### config.mk
export PLATFORM = sky130hd
export DESIGN_NAME = sdram_write_burst_path
export DESIGN_NICKNAME = d
export VERILOG_FILES = /design/src/sdram_wr_pkg.sv /design/src/sdram_write_burst_path.sv
export SDC_FILE = /design/constraint.sdc
export NUM_CORES = 1
export LEC_CHECK = 0
export BUFFER_PORTS_ARGS = -buffer_cell sky130_fd_sc_hd__buf_2
export CELL_PAD_IN_SITES_DETAIL_PLACEMENT = 0
export CELL_PAD_IN_SITES_GLOBAL_PLACEMENT = 2
export CORE_ASPECT_RATIO = 1.4
export CORE_UTILIZATION = 35
export DETAILED_ROUTE_END_ITERATION = 10
export GPL_ROUTABILITY_DRIVEN = 0
export GPL_TIMING_DRIVEN = 0
export PLACE_DENSITY = 0.85
export SKIP_CTS_REPAIR_TIMING = 1
export SYNTH_ARGS = -nofsm -noshare
export SYNTH_HDL_FRONTEND = slang
export SYNTH_SLANG_ARGS = --single-unit
### constraint.sdc
create_clock -name ref_clk -period 5.4 [get_ports ref_clk]
set_clock_uncertainty 0.2 [all_clocks]
set_input_delay 0.54 -clock ref_clk [delete_from_list [all_inputs] [get_ports ref_clk]]
set_output_delay 0.54 -clock ref_clk [all_outputs]
set_load 0.005 [all_outputs]
### src/sdram_wr_pkg.sv
package sdram_wr_pkg;

  // apb register byte addresses
  localparam logic [7:0] config_addr = 8'h00;
  localparam logic [7:0] status_addr = 8'h04;
  localparam logic [7:0] latency_addr = 8'h08;

  // config field positions
  localparam int cfg_burst_lsb = 0;
  localparam int cfg_pre2_bit = 2;
  localparam int cfg_term_strobe_bit = 3;
  localparam int cfg_inversion_bit = 4;
  localparam int cfg_cal_lsb = 5;
  localparam int cfg_cas_lat_lsb = 8;
  localparam int cfg_add_lat_lsb = 13;
  localparam logic [31:0] config_reset = 32'h0000_0900;
  localparam logic [31:0] config_mask = 32'h0003_ffff;

  // status field positions
  localparam int st_busy_bit = 0;
  localparam int st_chop_bit = 1;
  localparam int st_cas_err_bit = 2;
  localparam int st_ccd_err_bit = 3;
  localparam int st_rd_chop_bit = 4;
  localparam int st_count_lsb = 8;

  // mode register zero burst field codes
  localparam logic [1:0] burst_fixed_eight = 2'b00;
  localparam logic [1:0] burst_per_command = 2'b01;
  localparam logic [1:0] burst_fixed_chop = 2'b10;

  localparam logic [4:0] lowest_write_cas_latency = 5'h09;
  localparam logic [5:0] forbidden_ccd_pre2 = 6'h05;
  localparam logic [3:0] beats_of_eight = 4'h8;
  localparam logic [3:0] beats_of_four = 4'h4;
  localparam int pend_depth = 64;

  typedef enum logic {st_idle = 1'b0, st_burst = 1'b1} burst_state_t;

  typedef struct packed {
    logic write;
    logic read;
    logic chop_bit;
  } link_cmd_t;

  typedef struct packed {
    logic [7:0] data;
    logic masked;
    logic inverted;
  } write_beat_t;

endpackage

### src/sdram_write_burst_path.sv
`timescale 1ns/1ps
`default_nettype none

module sdram_write_burst_path (
  input wire logic ref_clk,
  input wire logic srst,
  input wire logic [7:0] paddr,
  input wire logic psel,
  input wire logic penable,
  input wire logic pwrite,
  input wire logic [31:0] pwdata,
  output logic [31:0] prdata,
  output logic pready,
  output logic pslverr,
  input wire logic ck,
  input wire sdram_wr_pkg::link_cmd_t cmd,
  input wire logic on_die_termination,
  input wire logic dqs,
  input wire logic [7:0] dq,
  input wire logic write_data_mask_n,
  output sdram_wr_pkg::write_beat_t beat,
  output logic beat_valid,
  output logic recovery_ref,
  output logic on_die_termination_active,
  output logic termination_strobe_true_active
);
  import sdram_wr_pkg::*;

  function automatic logic burst_is_chop(input logic [1:0] mode, input logic chop_bit);
    burst_is_chop = (mode == burst_fixed_chop) || ((mode == burst_per_command) && !chop_bit);
  endfunction

  // input synchronisers
  logic ck_s1, ck_s2, ck_s3;
  logic dqs_s1, dqs_s2, dqs_s3;
  link_cmd_t cmd_s1, cmd_s2;
  logic [7:0] dq_s1, dq_s2;
  logic mask_s1, mask_s2;
  logic term_s1, term_s2;

  always_ff @(posedge ref_clk)
  begin
    ck_s1 <= ck;
    ck_s2 <= ck_s1;
    ck_s3 <= ck_s2;
    dqs_s1 <= dqs;
    dqs_s2 <= dqs_s1;
    dqs_s3 <= dqs_s2;
    cmd_s1 <= cmd;
    cmd_s2 <= cmd_s1;
    dq_s1 <= dq;
    dq_s2 <= dq_s1;
    mask_s1 <= write_data_mask_n;
    mask_s2 <= mask_s1;
    term_s1 <= on_die_termination;
    term_s2 <= term_s1;
  end

  logic ck_rise;
  logic dqs_edge;
  assign ck_rise = ck_s2 && !ck_s3;
  assign dqs_edge = dqs_s2 ^ dqs_s3;

  // configuration and status registers
  logic [31:0] config_reg;
  logic cas_err, ccd_err;
  logic last_chop, last_rd_chop;
  logic [7:0] write_count;
  logic [31:0] next_config_reg;
  logic next_cas_err, next_ccd_err;

  logic [1:0] burst_mode;
  logic pre2_mode, tstr_en, inv_en;
  logic [4:0] write_cas_latency, additive_latency;
  logic [5:0] write_latency;
  logic [5:0] latency_eff;

  assign burst_mode = config_reg[cfg_burst_lsb +: 2];
  assign pre2_mode = config_reg[cfg_pre2_bit];
  assign tstr_en = config_reg[cfg_term_strobe_bit];
  assign inv_en = config_reg[cfg_inversion_bit];
  assign write_cas_latency = config_reg[cfg_cas_lat_lsb +: 5];
  assign additive_latency = config_reg[cfg_add_lat_lsb +: 5];
  assign write_latency = {1'b0, additive_latency} + {1'b0, write_cas_latency};
  assign latency_eff = (write_latency == 6'h00) ? 6'h01 : write_latency;

  logic apb_access, apb_write, apb_hit, busy;
  logic cas_err_set, ccd_err_set;
  logic [31:0] status_word;

  assign apb_access = psel && penable;
  assign apb_write = apb_access && pwrite;
  assign pready = 1'b1;

  always_comb
  begin
    status_word = 32'h0000_0000;
    status_word[st_busy_bit] = busy;
    status_word[st_chop_bit] = last_chop;
    status_word[st_cas_err_bit] = cas_err;
    status_word[st_ccd_err_bit] = ccd_err;
    status_word[st_rd_chop_bit] = last_rd_chop;
    status_word[st_count_lsb +: 8] = write_count;
    apb_hit = 1'b1;
    prdata = 32'h0000_0000;
    if (paddr == config_addr)
    begin
      prdata = config_reg;
    end
    else if (paddr == status_addr)
    begin
      prdata = status_word;
      prdata[st_busy_bit] = busy;
    end
    else if (paddr == latency_addr)
    begin
      prdata = {26'h0000000, write_latency};
    end
    else
    begin
      apb_hit = 1'b0;
    end
  end

  assign pslverr = apb_access && !apb_hit;

  always_comb
  begin
    next_config_reg = config_reg;
    if (apb_write && paddr == config_addr)
    begin
      next_config_reg = pwdata & config_mask;
    end
    next_cas_err = cas_err;
    next_ccd_err = ccd_err;
    if (apb_write && paddr == status_addr)
    begin
      if (pwdata[st_cas_err_bit])
      begin
        next_cas_err = 1'b0;
      end
      if (pwdata[st_ccd_err_bit])
      begin
        next_ccd_err = 1'b0;
      end
    end
    // a new violation wins over a clear in the same cycle
    if (cas_err_set)
    begin
      next_cas_err = 1'b1;
    end
    if (ccd_err_set)
    begin
      next_ccd_err = 1'b1;
    end
  end

  always_ff @(posedge ref_clk)
  begin
    if (srst)
    begin
      config_reg <= config_reset;
      cas_err <= 1'b0;
      ccd_err <= 1'b0;
    end
    else
    begin
      config_reg <= next_config_reg;
      cas_err <= next_cas_err;
      ccd_err <= next_ccd_err;
    end
  end

  // write burst tracking on the command clock rising edges, beats on the data strobe edges
  burst_state_t state, next_state;
  logic [pend_depth-1:0] pend_go, pend_chop;
  logic [pend_depth-1:0] next_pend_go, next_pend_chop;
  logic [3:0] beats_left, next_beats_left;
  logic recov_wait, next_recov_wait;
  logic [5:0] since_write, next_since_write;
  logic next_last_chop, next_last_rd_chop;
  logic [7:0] next_write_count;
  logic next_beat_valid, next_recovery_ref;
  write_beat_t next_beat;
  logic write_now, read_now, pop_now, chop_now;
  logic [3:0] start_beats;

  assign write_now = ck_rise && cmd_s2.write;
  assign read_now = ck_rise && cmd_s2.read;
  assign pop_now = ck_rise && pend_go[0];
  assign chop_now = burst_is_chop(burst_mode, cmd_s2.chop_bit);
  assign start_beats = pend_chop[0] ? beats_of_four : beats_of_eight;
  assign busy = (state == st_burst) || (pend_go != '0);
  assign cas_err_set = write_now && pre2_mode
    && (write_cas_latency == lowest_write_cas_latency);
  assign ccd_err_set = write_now && pre2_mode && (since_write == forbidden_ccd_pre2);

  always_comb
  begin
    next_state = state;
    next_pend_go = pend_go;
    next_pend_chop = pend_chop;
    next_beats_left = beats_left;
    next_recov_wait = recov_wait;
    next_since_write = since_write;
    next_last_chop = last_chop;
    next_last_rd_chop = last_rd_chop;
    next_write_count = write_count;
    next_beat_valid = 1'b0;
    next_recovery_ref = 1'b0;
    next_beat = beat;
    if (ck_rise)
    begin
      next_pend_go = pend_go >> 1;
      next_pend_chop = pend_chop >> 1;
      if (since_write != 6'h3f)
      begin
        next_since_write = since_write + 6'h01;
      end
      if (recov_wait && !pend_go[0])
      begin
        next_recovery_ref = 1'b1;
        next_recov_wait = 1'b0;
      end
    end
    if (write_now)
    begin
      next_pend_go[latency_eff - 6'h01] = 1'b1;
      next_pend_chop[latency_eff - 6'h01] = chop_now;
      next_since_write = 6'h01;
      next_last_chop = chop_now;
      next_write_count = write_count + 8'h01;
    end
    if (read_now)
    begin
      next_last_rd_chop = chop_now;
    end
    if (pop_now)
    begin
      next_state = st_burst;
      next_beats_left = start_beats;
      next_recov_wait = 1'b0;
    end
    // read cycles never reach here, so the mask is ignored on reads
    if (dqs_edge && (state == st_burst || pop_now))
    begin
      next_beat_valid = 1'b1;
      next_beat.data = dq_s2;
      next_beat.masked = 1'b0;
      next_beat.inverted = 1'b0;
      if (inv_en)
      begin
        next_beat.inverted = !mask_s2;
        next_beat.data = mask_s2 ? dq_s2 : ~dq_s2;
      end
      else if (!tstr_en)
      begin
        next_beat.masked = !mask_s2;
      end
      next_beats_left = (pop_now ? start_beats : beats_left) - 4'h1;
      if (next_beats_left == 4'h0)
      begin
        next_state = st_idle;
        next_recov_wait = 1'b1;
      end
    end
  end

  always_ff @(posedge ref_clk)
  begin
    if (srst)
    begin
      state <= st_idle;
      pend_go <= '0;
      pend_chop <= '0;
      beats_left <= 4'h0;
      recov_wait <= 1'b0;
      since_write <= 6'h3f;
      last_chop <= 1'b0;
      last_rd_chop <= 1'b0;
      write_count <= 8'h00;
      beat_valid <= 1'b0;
      recovery_ref <= 1'b0;
      beat <= '0;
      on_die_termination_active <= 1'b0;
      termination_strobe_true_active <= 1'b0;
    end
    else
    begin
      state <= next_state;
      pend_go <= next_pend_go;
      pend_chop <= next_pend_chop;
      beats_left <= next_beats_left;
      recov_wait <= next_recov_wait;
      since_write <= next_since_write;
      last_chop <= next_last_chop;
      last_rd_chop <= next_last_rd_chop;
      write_count <= next_write_count;
      beat_valid <= next_beat_valid;
      recovery_ref <= next_recovery_ref;
      beat <= next_beat;
      on_die_termination_active <= term_s2;
      termination_strobe_true_active <= tstr_en && !inv_en && (state == st_burst);
    end
  end

endmodule

`default_nettype wire

* Word level (Yosys, flattened, before mapping) *
Cells that the tools add are included.
W data, S select, Z words.

storage, ports and cells
  bits in writable memories = 0
  bits in read-only memories = 0
  register bits = 216
  logic and storage cells = 140
  bits in latches = 0
  input port bits = 60
  memories = 0
  output and inout port bits = 48

operators by class
  reductions and logical operators = 43
  add/subtract/negate cells = 5
  equality and inequality tests = 7
  multiply operators = 0
  shift-type cells = 0
  magnitude comparators = 2
  divide/modulo/power cells = 0
  bitwise logic cells = 4
  muxes and demuxes = 41

operators with widths
  kind                   number
  $mux W64               4
  $bwmux W64             1
  $or A64 B64 Y64        1
  $reduce_bool A64 Y1    1
  $mux W6                5
  $mux W1                23
  $logic_and A1 B1 Y1    18
  $mux W18               1
  $mux W16               1
  $mux W8                2
  $mux W4                3
  $reduce_bool A2 Y1     6
  $add A8 B1 Y8 const B  1
  $eq A8 B3 Y1 const B   1
  $eq A8 B4 Y1 const B   1
  $logic_not A8 Y1       1
  $not A8 Y8             1
  $reduce_and A2 Y1      4
  $lt A6 B7 Y1 const B   1
  $add A5 B5 Y6          1
  $add A6 B1 Y6 const B  1
  $demux W1 S6           1
  $eq A6 B3 Y1 const B   1
  $ge A6 B1 Y1 const B   1
  other kinds (13)       21

* Logic depth before layout (Yosys ltp) *
Gate-level depths: netlist of run 1.

  word-level depth = 10
  mapped depth = 15

* Worst setup path after synthesis of run 1 *
Ideal clock, no wire load.

  path type = flip-flop to flip-flop
  start point = reg config_reg[8]
  end point = reg pend_chop[28]
  period minus slack after synthesis = 3.854 ns
  cell stages (with the launch flop) = 14
  slack = 1.546 ns
  data arrival time = 3.531 ns
  data required time = 5.077 ns
  cell sequence = dfxtp_1 -> ha_1 -> inv_1 -> fa_1 -> nand2b_1 -> a21oi_2 -> xnor2_1 -> a31oi_4 -> ha_1 -> xnor2_1 -> nand3_1 -> nor2_1 -> nand2b_1 -> mux2_1

on the way
  longest elaborated chain between the ends = 10
  elaborated cells on any way between the ends = 11
  classes of those cells = add/sub (2); order compare (2); mux (5); reduce/logical (2)

ends and longest elaborated chain
  item                                                                RTL line                       source
  start, declared                                                     sdram_write_burst_path.sv:65   logic [31:0] config_reg;
  start signal, assigned                                              sdram_write_burst_path.sv:162  config_reg <= config_reset;
  start signal, assigned                                              sdram_write_burst_path.sv:168  config_reg <= next_config_reg;
  $add A5 B5 Y6 (*)                                                   sdram_write_burst_path.sv:84   assign write_latency = {1'b0, additive_latency} + {1'b0, write_cas_latency};
  $logic_not A6 Y1                                                    sdram_write_burst_path.sv:85   assign latency_eff = (write_latency == 6'h00) ? 6'h01 : write_latency;
  $mux W6 (*)                                                         sdram_write_burst_path.sv:85
  $sub A6 B1 Y6 (*)                                                   sdram_write_burst_path.sv:229  next_pend_chop[latency_eff - 6'h01] = chop_now;
  $lt A6 B7 Y1 (not written as such) or $ge A6 B1 Y1 (tied branches)  sdram_write_burst_path.sv:229
  $logic_and A1 B1 Y1 (not written as such)                           sdram_write_burst_path.sv:229
  $mux W1 (not written as such)                                       sdram_write_burst_path.sv:229
  $demux W1 S6 (*)                                                    sdram_write_burst_path.sv:229
  $bwmux W64 (*)                                                      sdram_write_burst_path.sv:229
  $mux W64 (*)                                                        sdram_write_burst_path.sv:226  if (write_now)
  end signal, assigned                                                sdram_write_burst_path.sv:292  pend_chop <= next_pend_chop;
  end, declared                                                       sdram_write_burst_path.sv:176  logic [pend_depth-1:0] pend_go, pend_chop;

Mark *: on every way between the ends. The rest lies on a longest branch, timed or not.
A chain may end at the register's enable or synchronous reset.

* Final worst setup path of run 1 *
  start point = reg config_reg[8]
  end point = reg pend_chop[36]

Same word-level chain as after synthesis.

==> flow_metrics.env, run 1 <==
export IMPL_synth_area_per_cell_um2=8.28
export IMPL_drive_gt1_share_pct=15.7
export IMPL_hold_viol=0
export IMPL_synth_fa_ha_area_share_pct=1.65
export IMPL_fin_setup_tns_ns=0
export IMPL_grt_usage_pct=20.2
export IMPL_fillers=2817
export IMPL_multiInputGateArea_um2=4850
export IMPL_hp_class="primary input to register"
export IMPL_ios=108
export IMPL_synth_xor_area_share_pct=2.85
export IMPL_max_cap_violations=0
export IMPL_wl_met2_um=14000
export IMPL_initialDrtViolationCount=447
export IMPL_grt_pass1_vias=8244
export IMPL_drt_drc_violations_left=0
export IMPL_yosys_mux_area_fraction_pct=8.06
export IMPL_power_leakage_uw=0.00411
export IMPL_final_nets=1353
export IMPL_numPortBuffers=76
export IMPL_start_kind="register"
export IMPL_synth_compound_area_share_pct=14.1
export IMPL_root_buffer="clkbuf_16"
export IMPL_finalSetupViolations=0
export IMPL_grt_pass1_wl_um=44300
export IMPL_core_area_um2=26800
export IMPL_syn_inst=1152
export IMPL_insertion_delay_ns=0.52
export IMPL_clk_path_buf_depth=3
export IMPL_power_uw=3390
export IMPL_worstPathMaxFanout=8
export IMPL_outcome="complete, no violations"
export IMPL_tightest_slew_ns=1.08
export IMPL_die_height_um=197
export IMPL_synth_cell_types=56
export IMPL_synth_top_family_by_area="simple AND/OR/NAND/NOR gates"
export IMPL_synth_flop_cell="dfxtp_1"
export IMPL_numCtsBuffers=22
export IMPL_arrival_ns=5.12
export IMPL_post_dp_hpwl_um=20100
export IMPL_cp_required_ns=5.60
export IMPL_yosysSeqAreaShare_pct=45.3
export IMPL_start_util_pct=35.6
export IMPL_synth_edf_count=0
export IMPL_syn_to_final_growth_pct=18.9
export IMPL_ir_worst_vdd_uv=308
export IMPL_ys_async_sr_fraction_pct=0
export IMPL_grt_max_degree=15
export IMPL_cts_sinks=216
export IMPL_ys_warn_count=0
export IMPL_period_needed_ns=4.92
export IMPL_met3_length_um=1120
export IMPL_wl_per_cell_um=16.7
export IMPL_synth_simple_gate_area_share_pct=23.5
export IMPL_cp_end_kind="register"
export IMPL_max_freq_mhz=203
export IMPL_grt_antenna_before_repair=0
export IMPL_clkTransAtPathRegs_ns=0.06
export IMPL_area_sequential_um2=4320
export IMPL_firstDrtPassIters=4
export IMPL_slew_headroom_pct=27.7
export IMPL_dieArea_um2=27900
export IMPL_final_antenna_net_count=0
export IMPL_placementRows=71
export IMPL_vias=8343
export IMPL_routed_wl_um=27700
export IMPL_synth_seq_cells=216
export IMPL_netlist_area_um2=9540
export IMPL_maxSlewViolCount=0
export IMPL_power_density_nw_per_um2=299
export IMPL_h_tree_depth=1
export IMPL_grt_overflow=0
export IMPL_die_width_um=142
export IMPL_top_layer_used="met4"
export IMPL_crit_type="register to register"
export IMPL_met1_length_um=11500
export IMPL_finalCritPeriodShare_pct=91.1
export IMPL_antenna_cells=0
export IMPL_rsz0062_at_grt="false"
export IMPL_tritoncts="built"
export IMPL_vias_per_cell=5.03
==> kinds of logic after synthesis <==
group	count (synthesis)
AND/OR/NAND/NOR	508
AO/OA/AOI/OAI	218
flip-flops	216
buffers and inverters	96
multiplexers	69
XOR/XNOR	31
adder cells (fa/ha/maj)	12
other	2
==> cells in the final DEF (no fill, tap or decap), types with 7 or more instances in the layout <==
cell type / instances
a211oi_1: 13
nand4_1: 10
nor3_1: 7
clkbuf_1: 75
and3_1: 9
nand2_1: 367
xnor2_1: 20
ha_1: 11
conb_1: 15
clkbuf_16: 22
nand3_1: 8
buf_4: 15
dlygate4sd3_1: 15
xor2_1: 11
nor4_1: 17
a31oi_1: 68
buf_2: 78
nor2_1: 48
mux2_2: 60
dfxtp_1: 216
inv_1: 7
a21oi_1: 100
a22o_1: 8
==> power by group <==
group	internal (uW)	total (uW)	switching, uW
clock network	951	1600	651
logic	55.6	160	104
registers	1610	1620	12.2
==> synthesized netlist by cell type (2+ instances only) <==
cell type | instances | area (um2)
a211oi_1 | 13 | 97.6
a21o_1 | 6 | 45.0
a21oi_1 | 100 | 500
a21oi_2 | 2 | 17.5
a221o_1 | 2 | 20.0
a22o_1 | 8 | 70.1
a311oi_1 | 2 | 17.5
a31oi_1 | 68 | 425
and2_1 | 5 | 31.3
and3_1 | 9 | 56.3
and4_1 | 2 | 17.5
buf_1 | 3 | 11.3
buf_2 | 2 | 10.0
buf_4 | 15 | 113
clkbuf_1 | 69 | 259
conb_1 | 2 | 7.51
dfxtp_1 | 216 | 4320
ha_1 | 11 | 138
inv_1 | 7 | 26.3
mux2_1 | 3 | 33.8
mux2_2 | 60 | 676
mux2i_1 | 6 | 60.1
nand2_1 | 367 | 1380
nand2b_1 | 6 | 37.5
nand3_1 | 8 | 40.0
nand3b_1 | 4 | 30.0
nand4_1 | 10 | 62.6
nor2_1 | 48 | 180
nor2b_1 | 6 | 37.5
nor3_1 | 8 | 40.0
nor3_2 | 3 | 30.0
nor3b_2 | 2 | 25.0
nor4_1 | 17 | 106
nor4_4 | 3 | 63.8
nor4b_1 | 3 | 26.3
o21ai_0 | 4 | 20.0
o21ai_1 | 3 | 15.0
o21bai_1 | 2 | 15.0
xnor2_1 | 20 | 175
xor2_1 | 11 | 96.3
==> worst paths after layout <==
check	from	to	slack [ns]	depth (start not counted)
min	pwdata[8]	config_reg[8]$_SDFFE_PP1P_	0.05	3
max	config_reg[8]$_SDFFE_PP1P_	pend_chop[36]$_SDFF_PP0_	0.48	13
min reg2reg	dq_s1[3]$_DFF_P_	dq_s2[3]$_DFF_P_	0.13	0
max reg2reg	config_reg[8]$_SDFFE_PP1P_	pend_chop[36]$_SDFF_PP0_	0.48	13
==> cell type report <==
type	count	area share [%]
clock buffers	32	5.54
repair buffers	92	4.78
flip-flops and latches	216	38.1
plain buffers	89	3.46
inverters	7	0.232
well taps	365	4.03
clock inverters	6	1.05
multi-input cells	853	42.8
==> stage by stage <==
step	std cells	cell area, um2	setup slack (ns)	hold slack [ns]	utilization, %
floorplan	1165	9590	1.55	0.110	-
global placement	1606	10400	0.223	0.110	38.9
detailed placement	1607	10400	0.464	0.113	38.9
CTS	1645	11200	0.457	-0.104	41.7
global route	1660	11300	0.259	0.0574	42.3
finish	1660	11300	0.480	0.0467	42.3
==> routing by layer <==
metal | up-vias | track usage [%]
li1 | 4199 | -
met1 | 3921 | 23.4
met2 | 168 | 37.6
met3 | 55 | 2.40
met4 | 0 | 7.61
met5 | - | 0
==> critical path, stage by stage, from the launching register on <==
cell and delay [ns]:
dfxtp_1 0.41, ha_1 0.25, inv_1 0.07, fa_1 0.42, nand2b_1 0.18, a21oi_2 0.18
xnor2_1 0.31, a31oi_4 0.26, ha_1 0.33, xnor2_1 0.64, nand3_1 0.14, nor2_1 0.83
nand2_1 0.24, mux2_2 0.33
No activity file was read; power rests on OpenSTA's default activity.
==> inputs of run 2 (changes only) <==
--- a/config.mk
+++ b/config.mk
@@ -9,11 +9,13 @@
 export CELL_PAD_IN_SITES_DETAIL_PLACEMENT = 0
 export CELL_PAD_IN_SITES_GLOBAL_PLACEMENT = 2
 export CORE_ASPECT_RATIO = 1.4
-export CORE_UTILIZATION = 35
+export CORE_UTILIZATION = 36
+export CTS_BUF_LIST = sky130_fd_sc_hd__clkbuf_8
 export DETAILED_ROUTE_END_ITERATION = 10
 export GPL_ROUTABILITY_DRIVEN = 0
 export GPL_TIMING_DRIVEN = 0
-export PLACE_DENSITY = 0.85
+export HOLD_SLACK_MARGIN = 0.12
+export PLACE_DENSITY = 0.87
 export SKIP_CTS_REPAIR_TIMING = 1
 export SYNTH_ARGS = -nofsm -noshare
 export SYNTH_HDL_FRONTEND = slang
==> run 2 against run 1 <==
  * Combinational power increased by 7%
  * Hold slack gained 0.072 ns
  * Sequential share of layout area shrank 0.23 points
  * Non-clock buffer count increased by 18
  * Sequential cell count is the same
  * Critical path depth unchanged
  * First-iteration DRC count is 8.5% higher
==> flow_metrics.env, run 2 (synthesis gave the netlist of run 1 again) <==
export IMPL_p_comb_share_pct=5.4
export IMPL_ir_worst_vdd_uv=222
export IMPL_maxSlewViolCount=0
export IMPL_insertion_delay_ns=0.54
export IMPL_cp_required_ns=5.62
export IMPL_grt_usage_pct=20.7
export IMPL_worstPathMaxFanout=8
export IMPL_clk_path_buf_depth=3
export IMPL_clkTransAtPathRegs_ns=0.07
export IMPL_antenna_cells=0
export IMPL_power_leakage_uw=0.00423
export IMPL_final_cell_mix="nand2_1 (367), dfxtp_1 (216), a21oi_1 (100)"
export IMPL_placed_cells=1566
export IMPL_dieArea_um2=27200
export IMPL_hold_viol=0
export IMPL_critical_path_buf_inv_count=1
export IMPL_utilization_pct=43.7
export IMPL_switching_share_pct=24.1
export IMPL_grt_overflow=0
export IMPL_crit_path_top_delay_cell="nor2_1"
export IMPL_fin_setup_tns_ns=0
export IMPL_pwr_share_seq_pct=50.7
export IMPL_power_density_nw_per_um2=281
export IMPL_routed_wl_um=28000
export IMPL_grt_pass1_wl_um=44400
export IMPL_power_uw=3200
export IMPL_final_common_cell="nand2_1"
export IMPL_ios=108
export IMPL_start_util_pct=36.6
export IMPL_vias=8488
export IMPL_fin_ws_ns=0.502
export IMPL_wl_per_cell_um=16.9
export IMPL_die_height_um=195
export IMPL_p_int_uw=2430
export IMPL_final_antenna_net_count=0
export IMPL_tightest_slew_ns=1.14
export IMPL_root_buffer="clkbuf_8"
export IMPL_grt_pass1_vias=8228
export IMPL_numCtsBuffers=35
export IMPL_crit_type="register to register"
export IMPL_final_nets=1384
export IMPL_instances_no_fill=1660
export IMPL_finalSetupViolations=0
export IMPL_path_delay_family="simple AND/OR/NAND/NOR gates"
export IMPL_max_stage_delay_ns=0.83
export IMPL_max_freq_mhz=204
export IMPL_tritoncts="built"
export IMPL_cts_sinks=216
export IMPL_crit_chain="ha_1 > inv_1 > fa_1 > nand2b_1 > a21oi_2 > xnor2_1 > a31oi_4 > ha_1 > xnor2_1 > nand3_1 > nor2_1 > nand2_1 > mux2_2"
export IMPL_grt_max_degree=11
export IMPL_numPortBuffers=76
export IMPL_preCtsSetupSlack_ns=0.471
export IMPL_start_kind="register"
export IMPL_clockPowerShare_pct=43.9
export IMPL_arrival_ns=5.11
export IMPL_vias_per_cell=5.11
export IMPL_core_area_um2=26100
export IMPL_cp_end_kind="register"
export IMPL_grt_antenna_before_repair=0
export IMPL_fillers=2724
export IMPL_drt_drc_violations_left=0
export IMPL_syn_to_final_growth_pct=19.6
export IMPL_outcome="complete, no violations"
export IMPL_max_cap_violations=0
export IMPL_placementRows=70
export IMPL_die_width_um=140
export IMPL_initialDrtViolationCount=485
export IMPL_slew_headroom_pct=23.8
export IMPL_firstDrtPassIters=5
export IMPL_drive_gt1_share_pct=16.3
export IMPL_h_tree_depth=2
export IMPL_power_switching_uw=773
export IMPL_hp_class="register to register"
export IMPL_finalCritPeriodShare_pct=90.7
export IMPL_post_dp_hpwl_um=19800
export IMPL_rsz0062_at_grt="false"
export IMPL_rrSetupSlack_ns=0.50
export IMPL_period_needed_ns=4.90
[run 2: changes by cell type in the layout (fill, tap and decap cells not counted)]
cell / delta
inv_1: +14
clkbuf_8: +38
clkinv_8: -1
clkbuf_16: -22
bufinv_16: -2
clkbuf_1: -6
clkinv_2: +1
inv_6: +1
dlygate4sd3_1: +18
[run 2: final timing paths]
path	start	to	depth (start not counted)
setup / recovery	config_reg[8]$_SDFFE_PP1P_	pend_chop[52]$_SDFF_PP0_	13
hold / removal	cmd_s1[2]$_DFF_P_	cmd_s2[2]$_DFF_P_	0
setup reg to reg	config_reg[8]$_SDFFE_PP1P_	pend_chop[52]$_SDFF_PP0_	13
hold reg to reg	cmd_s1[2]$_DFF_P_	cmd_s2[2]$_DFF_P_	0
[run 2: power by group through the flow]
stage          logic (uW)  clock network (uW)  registers, uW
2_1_floorplan        92.9                   0           1660
3_3_place_gp          153                   0           1660
3_5_place_dp          153                   0           1660
4_1_cts               154                1450           1630
5_1_grt               188                1520           1630
6_report              172                1410           1630
[run 2: stage by stage]
stage               area, um2  hold WS [ns]
global placement        10400         0.112
floorplan                9590         0.110
detailed placement      10400         0.112
global route            11400         0.130
CTS                     11100        -0.122
finish                  11400         0.118
[run 2: layout make-up]
cell class | count | area (um2) | area share, %
Multi-Input combinational cell | 853 | 4850 | 42.5
Timing Repair Buffer | 110 | 722 | 6.33
Tap cell | 324 | 405 | 3.55
Clock buffer | 42 | 578 | 5.07
Buffer | 89 | 393 | 3.44
Clock inverter | 19 | 109 | 0.954
Sequential cell | 216 | 4320 | 37.9
Inverter | 7 | 26.3 | 0.230
[run 2: layer usage]
metal	global-route usage, %	share of wire [%]
met2	38.0	51
met4	8.30	3.4
met3	3.08	3.9
met5	0	0
met1	23.7	42
==> inputs of run 3 (changes only) <==
--- a/config.mk
+++ b/config.mk
@@ -5,17 +5,17 @@
 export SDC_FILE = /design/constraint.sdc
 export NUM_CORES = 1
 export LEC_CHECK = 0
-export BUFFER_PORTS_ARGS = -buffer_cell sky130_fd_sc_hd__buf_2
 export CELL_PAD_IN_SITES_DETAIL_PLACEMENT = 0
 export CELL_PAD_IN_SITES_GLOBAL_PLACEMENT = 2
 export CORE_ASPECT_RATIO = 1.4
-export CORE_UTILIZATION = 36
+export CORE_UTILIZATION = 40
 export CTS_BUF_LIST = sky130_fd_sc_hd__clkbuf_8
 export DETAILED_ROUTE_END_ITERATION = 10
+export DONT_BUFFER_PORTS = 1
 export GPL_ROUTABILITY_DRIVEN = 0
 export GPL_TIMING_DRIVEN = 0
 export HOLD_SLACK_MARGIN = 0.12
-export PLACE_DENSITY = 0.87
+export PLACE_DENSITY = 0.89
 export SKIP_CTS_REPAIR_TIMING = 1
 export SYNTH_ARGS = -nofsm -noshare
 export SYNTH_HDL_FRONTEND = slang
==> constraint.sdc (replaced) <==
create_clock -name ref_clk -period 5.4 [get_ports ref_clk]
set_clock_uncertainty 0.2 [all_clocks]
set_input_delay 0 -clock ref_clk [delete_from_list [all_inputs] [get_ports ref_clk]]
set_output_delay 0 -clock ref_clk [all_outputs]
set_load 0.005 [all_outputs]
==> run 3 against run 2 <==
  * Total power about the same
  * Critical path depth unchanged
  * Routed wire length decreased by 0.53%
  * Final cell count decreased by 2.8%
  * Die area decreased by 9.9%
  * Sequential share of layout area decreased by 0.23 points
  * Maximum frequency decreased by 2.3%
  * Combinational power decreased by 4%
  * Via count increased by 0.48%
  * Non-clock buffer count decreased by 29
  * Clock-buffer cell count increased by 1
  * Utilization increased by 5.6 points
==> flow_metrics.env, run 3 (synthesis gave the netlist of run 1 again) <==
export IMPL_grt_usage_pct=22.2
export IMPL_max_freq_mhz=199
export IMPL_p_int_uw=2400
export IMPL_critical_path_startpoint="config_reg[8]$_SDFFE_PP1P_"
export IMPL_finalSetupViolations=0
export IMPL_post_dp_hpwl_um=19100
export IMPL_drt_drc_violations_left=0
export IMPL_period_needed_ns=5.01
export IMPL_insertion_delay_ns=0.54
export IMPL_cts_sinks=216
export IMPL_final_antenna_net_count=0
export IMPL_numCtsBuffers=35
export IMPL_start_util_pct=41.0
export IMPL_fin_setup_tns_ns=0
export IMPL_final_cell_mix="nand2_1 (367), dfxtp_1 (216), a21oi_1 (100)"
export IMPL_initialDrtViolationCount=520
export IMPL_instances_no_fill=1614
export IMPL_ir_worst_vdd_uv=238
export IMPL_ios=108
export IMPL_dieArea_um2=24500
export IMPL_placementRows=66
export IMPL_final_common_cell="nand2_1"
export IMPL_r2r_start="config_reg[8]$_SDFFE_PP1P_"
export IMPL_rsz0062_at_grt="false"
export IMPL_grt_pass1_wl_um=42900
export IMPL_drive_gt1_share_pct=11.3
export IMPL_start_kind="register"
export IMPL_holdCritStartpoint="ck_s1$_DFF_P_"
export IMPL_slew_headroom_pct=22.3
export IMPL_tightest_slew_ns=1.16
export IMPL_syn_to_final_growth_pct=20.3
export IMPL_routed_wl_um=27900
export IMPL_outcome="complete, no violations"
export IMPL_vias=8529
export IMPL_clk_path_buf_depth=3
export IMPL_placed_cells=1472
export IMPL_h_tree_depth=2
export IMPL_grt_overflow=0
export IMPL_cp_required_ns=5.62
export IMPL_pwr_share_seq_pct=50.7
export IMPL_die_height_um=185
export IMPL_max_cap_violations=0
export IMPL_switching_share_pct=25.0
export IMPL_power_leakage_uw=0.00404
export IMPL_vias_per_cell=5.28
export IMPL_wl_per_cell_um=17.3
export IMPL_grt_antenna_before_repair=1
export IMPL_clkTransAtPathRegs_ns=0.06
export IMPL_finalCritPeriodShare_pct=92.8
export IMPL_grt_pass1_vias=8074
export IMPL_worstPathMaxFanout=8
export IMPL_maxSlewViolCount=0
export IMPL_core_area_um2=23300
export IMPL_cp_end_kind="register"
export IMPL_firstDrtPassIters=5
export IMPL_p_comb_share_pct=5.2
export IMPL_final_nets=1355
export IMPL_arrival_ns=5.24
export IMPL_power_density_nw_per_um2=279
export IMPL_power_switching_uw=800
export IMPL_root_buffer="clkbuf_8"
export IMPL_hp_class="register to register"
export IMPL_crit_type="register to register"
export IMPL_grt_max_degree=11
export IMPL_clockPowerShare_pct=44.1
export IMPL_tritoncts="built"
export IMPL_numPortBuffers=0
export IMPL_die_width_um=133
export IMPL_hold_viol=0
==> run 3: worst max-delay path: stages, from the launching register on <==
cell      delay, ns
dfxtp_1        0.40
ha_1           0.23
inv_1          0.07
fa_1           0.43
nand2b_1       0.18
a21oi_2        0.19
xnor2_1        0.33
a31oi_4        0.26
ha_1           0.34
xnor2_1        0.65
nand3_1        0.14
nor2_1         0.90
nand2_1        0.24
mux2_2         0.33
==> run 3: area by class of cell <==
| cell class | count | area, um2 |
|---|---|---|
| tap | 306 | 383 |
| timing repair buffer | 81 | 812 |
| sequential | 216 | 4320 |
| fill | 2343 | 11800 |
| buffer | 89 | 393 |
| multi-input combinational | 853 | 4850 |
| clock inverter | 18 | 93.8 |
| antenna | 1 | 2.50 |
| inverter | 7 | 26.3 |
| clock buffer | 43 | 592 |
==> run 3: final timing paths <==
kind                              endpoint  slack, ns  cells after the start
hold reg to reg              ck_s2$_DFF_P_       0.12                      0
setup reg to reg  pend_chop[20]$_SDFF_PP0_       0.39                     13
setup / recovery  pend_chop[20]$_SDFF_PP0_       0.39                     13
hold / removal               ck_s2$_DFF_P_       0.12                      0
==> run 3: layer usage <==
metal	part of all wire (%)	GRT usage, %
met3	4.8	3.74
met2	51	40.7
met5	0	0
met1	40	24.9
met4	3.9	10.3
==> run 3: per-stage QoR <==
stage | util [%] | hold WS [ns] | cell area [um2] | power [uW] | setup WS [ns]
6_report | 49.3 | 0.116 | 11500 | 3200 | 0.386
5_1_grt | 49.3 | 0.130 | 11500 | 3320 | 0.0299
4_1_cts | 45.8 | -0.745 | 10700 | 3200 | 0.443
3_5_place_dp | 42.9 | -0.172 | 9990 | 1790 | 0.454
3_3_place_gp | 42.8 | -0.172 | 9970 | 1790 | 0.0902
2_1_floorplan | - | -0.172 | 9590 | 1750 | 1.55
==> run 3: power by group through the flow <==
stage / Combinational, uW / Clock (uW) / Sequential (uW)
6_report: 165 / 1410 / 1630
5_1_grt: 181 / 1510 / 1630
4_1_cts: 135 / 1440 / 1620
3_5_place_dp: 134 / 0 / 1660
3_3_place_gp: 134 / 0 / 1660
2_1_floorplan: 92.9 / 0 / 1660
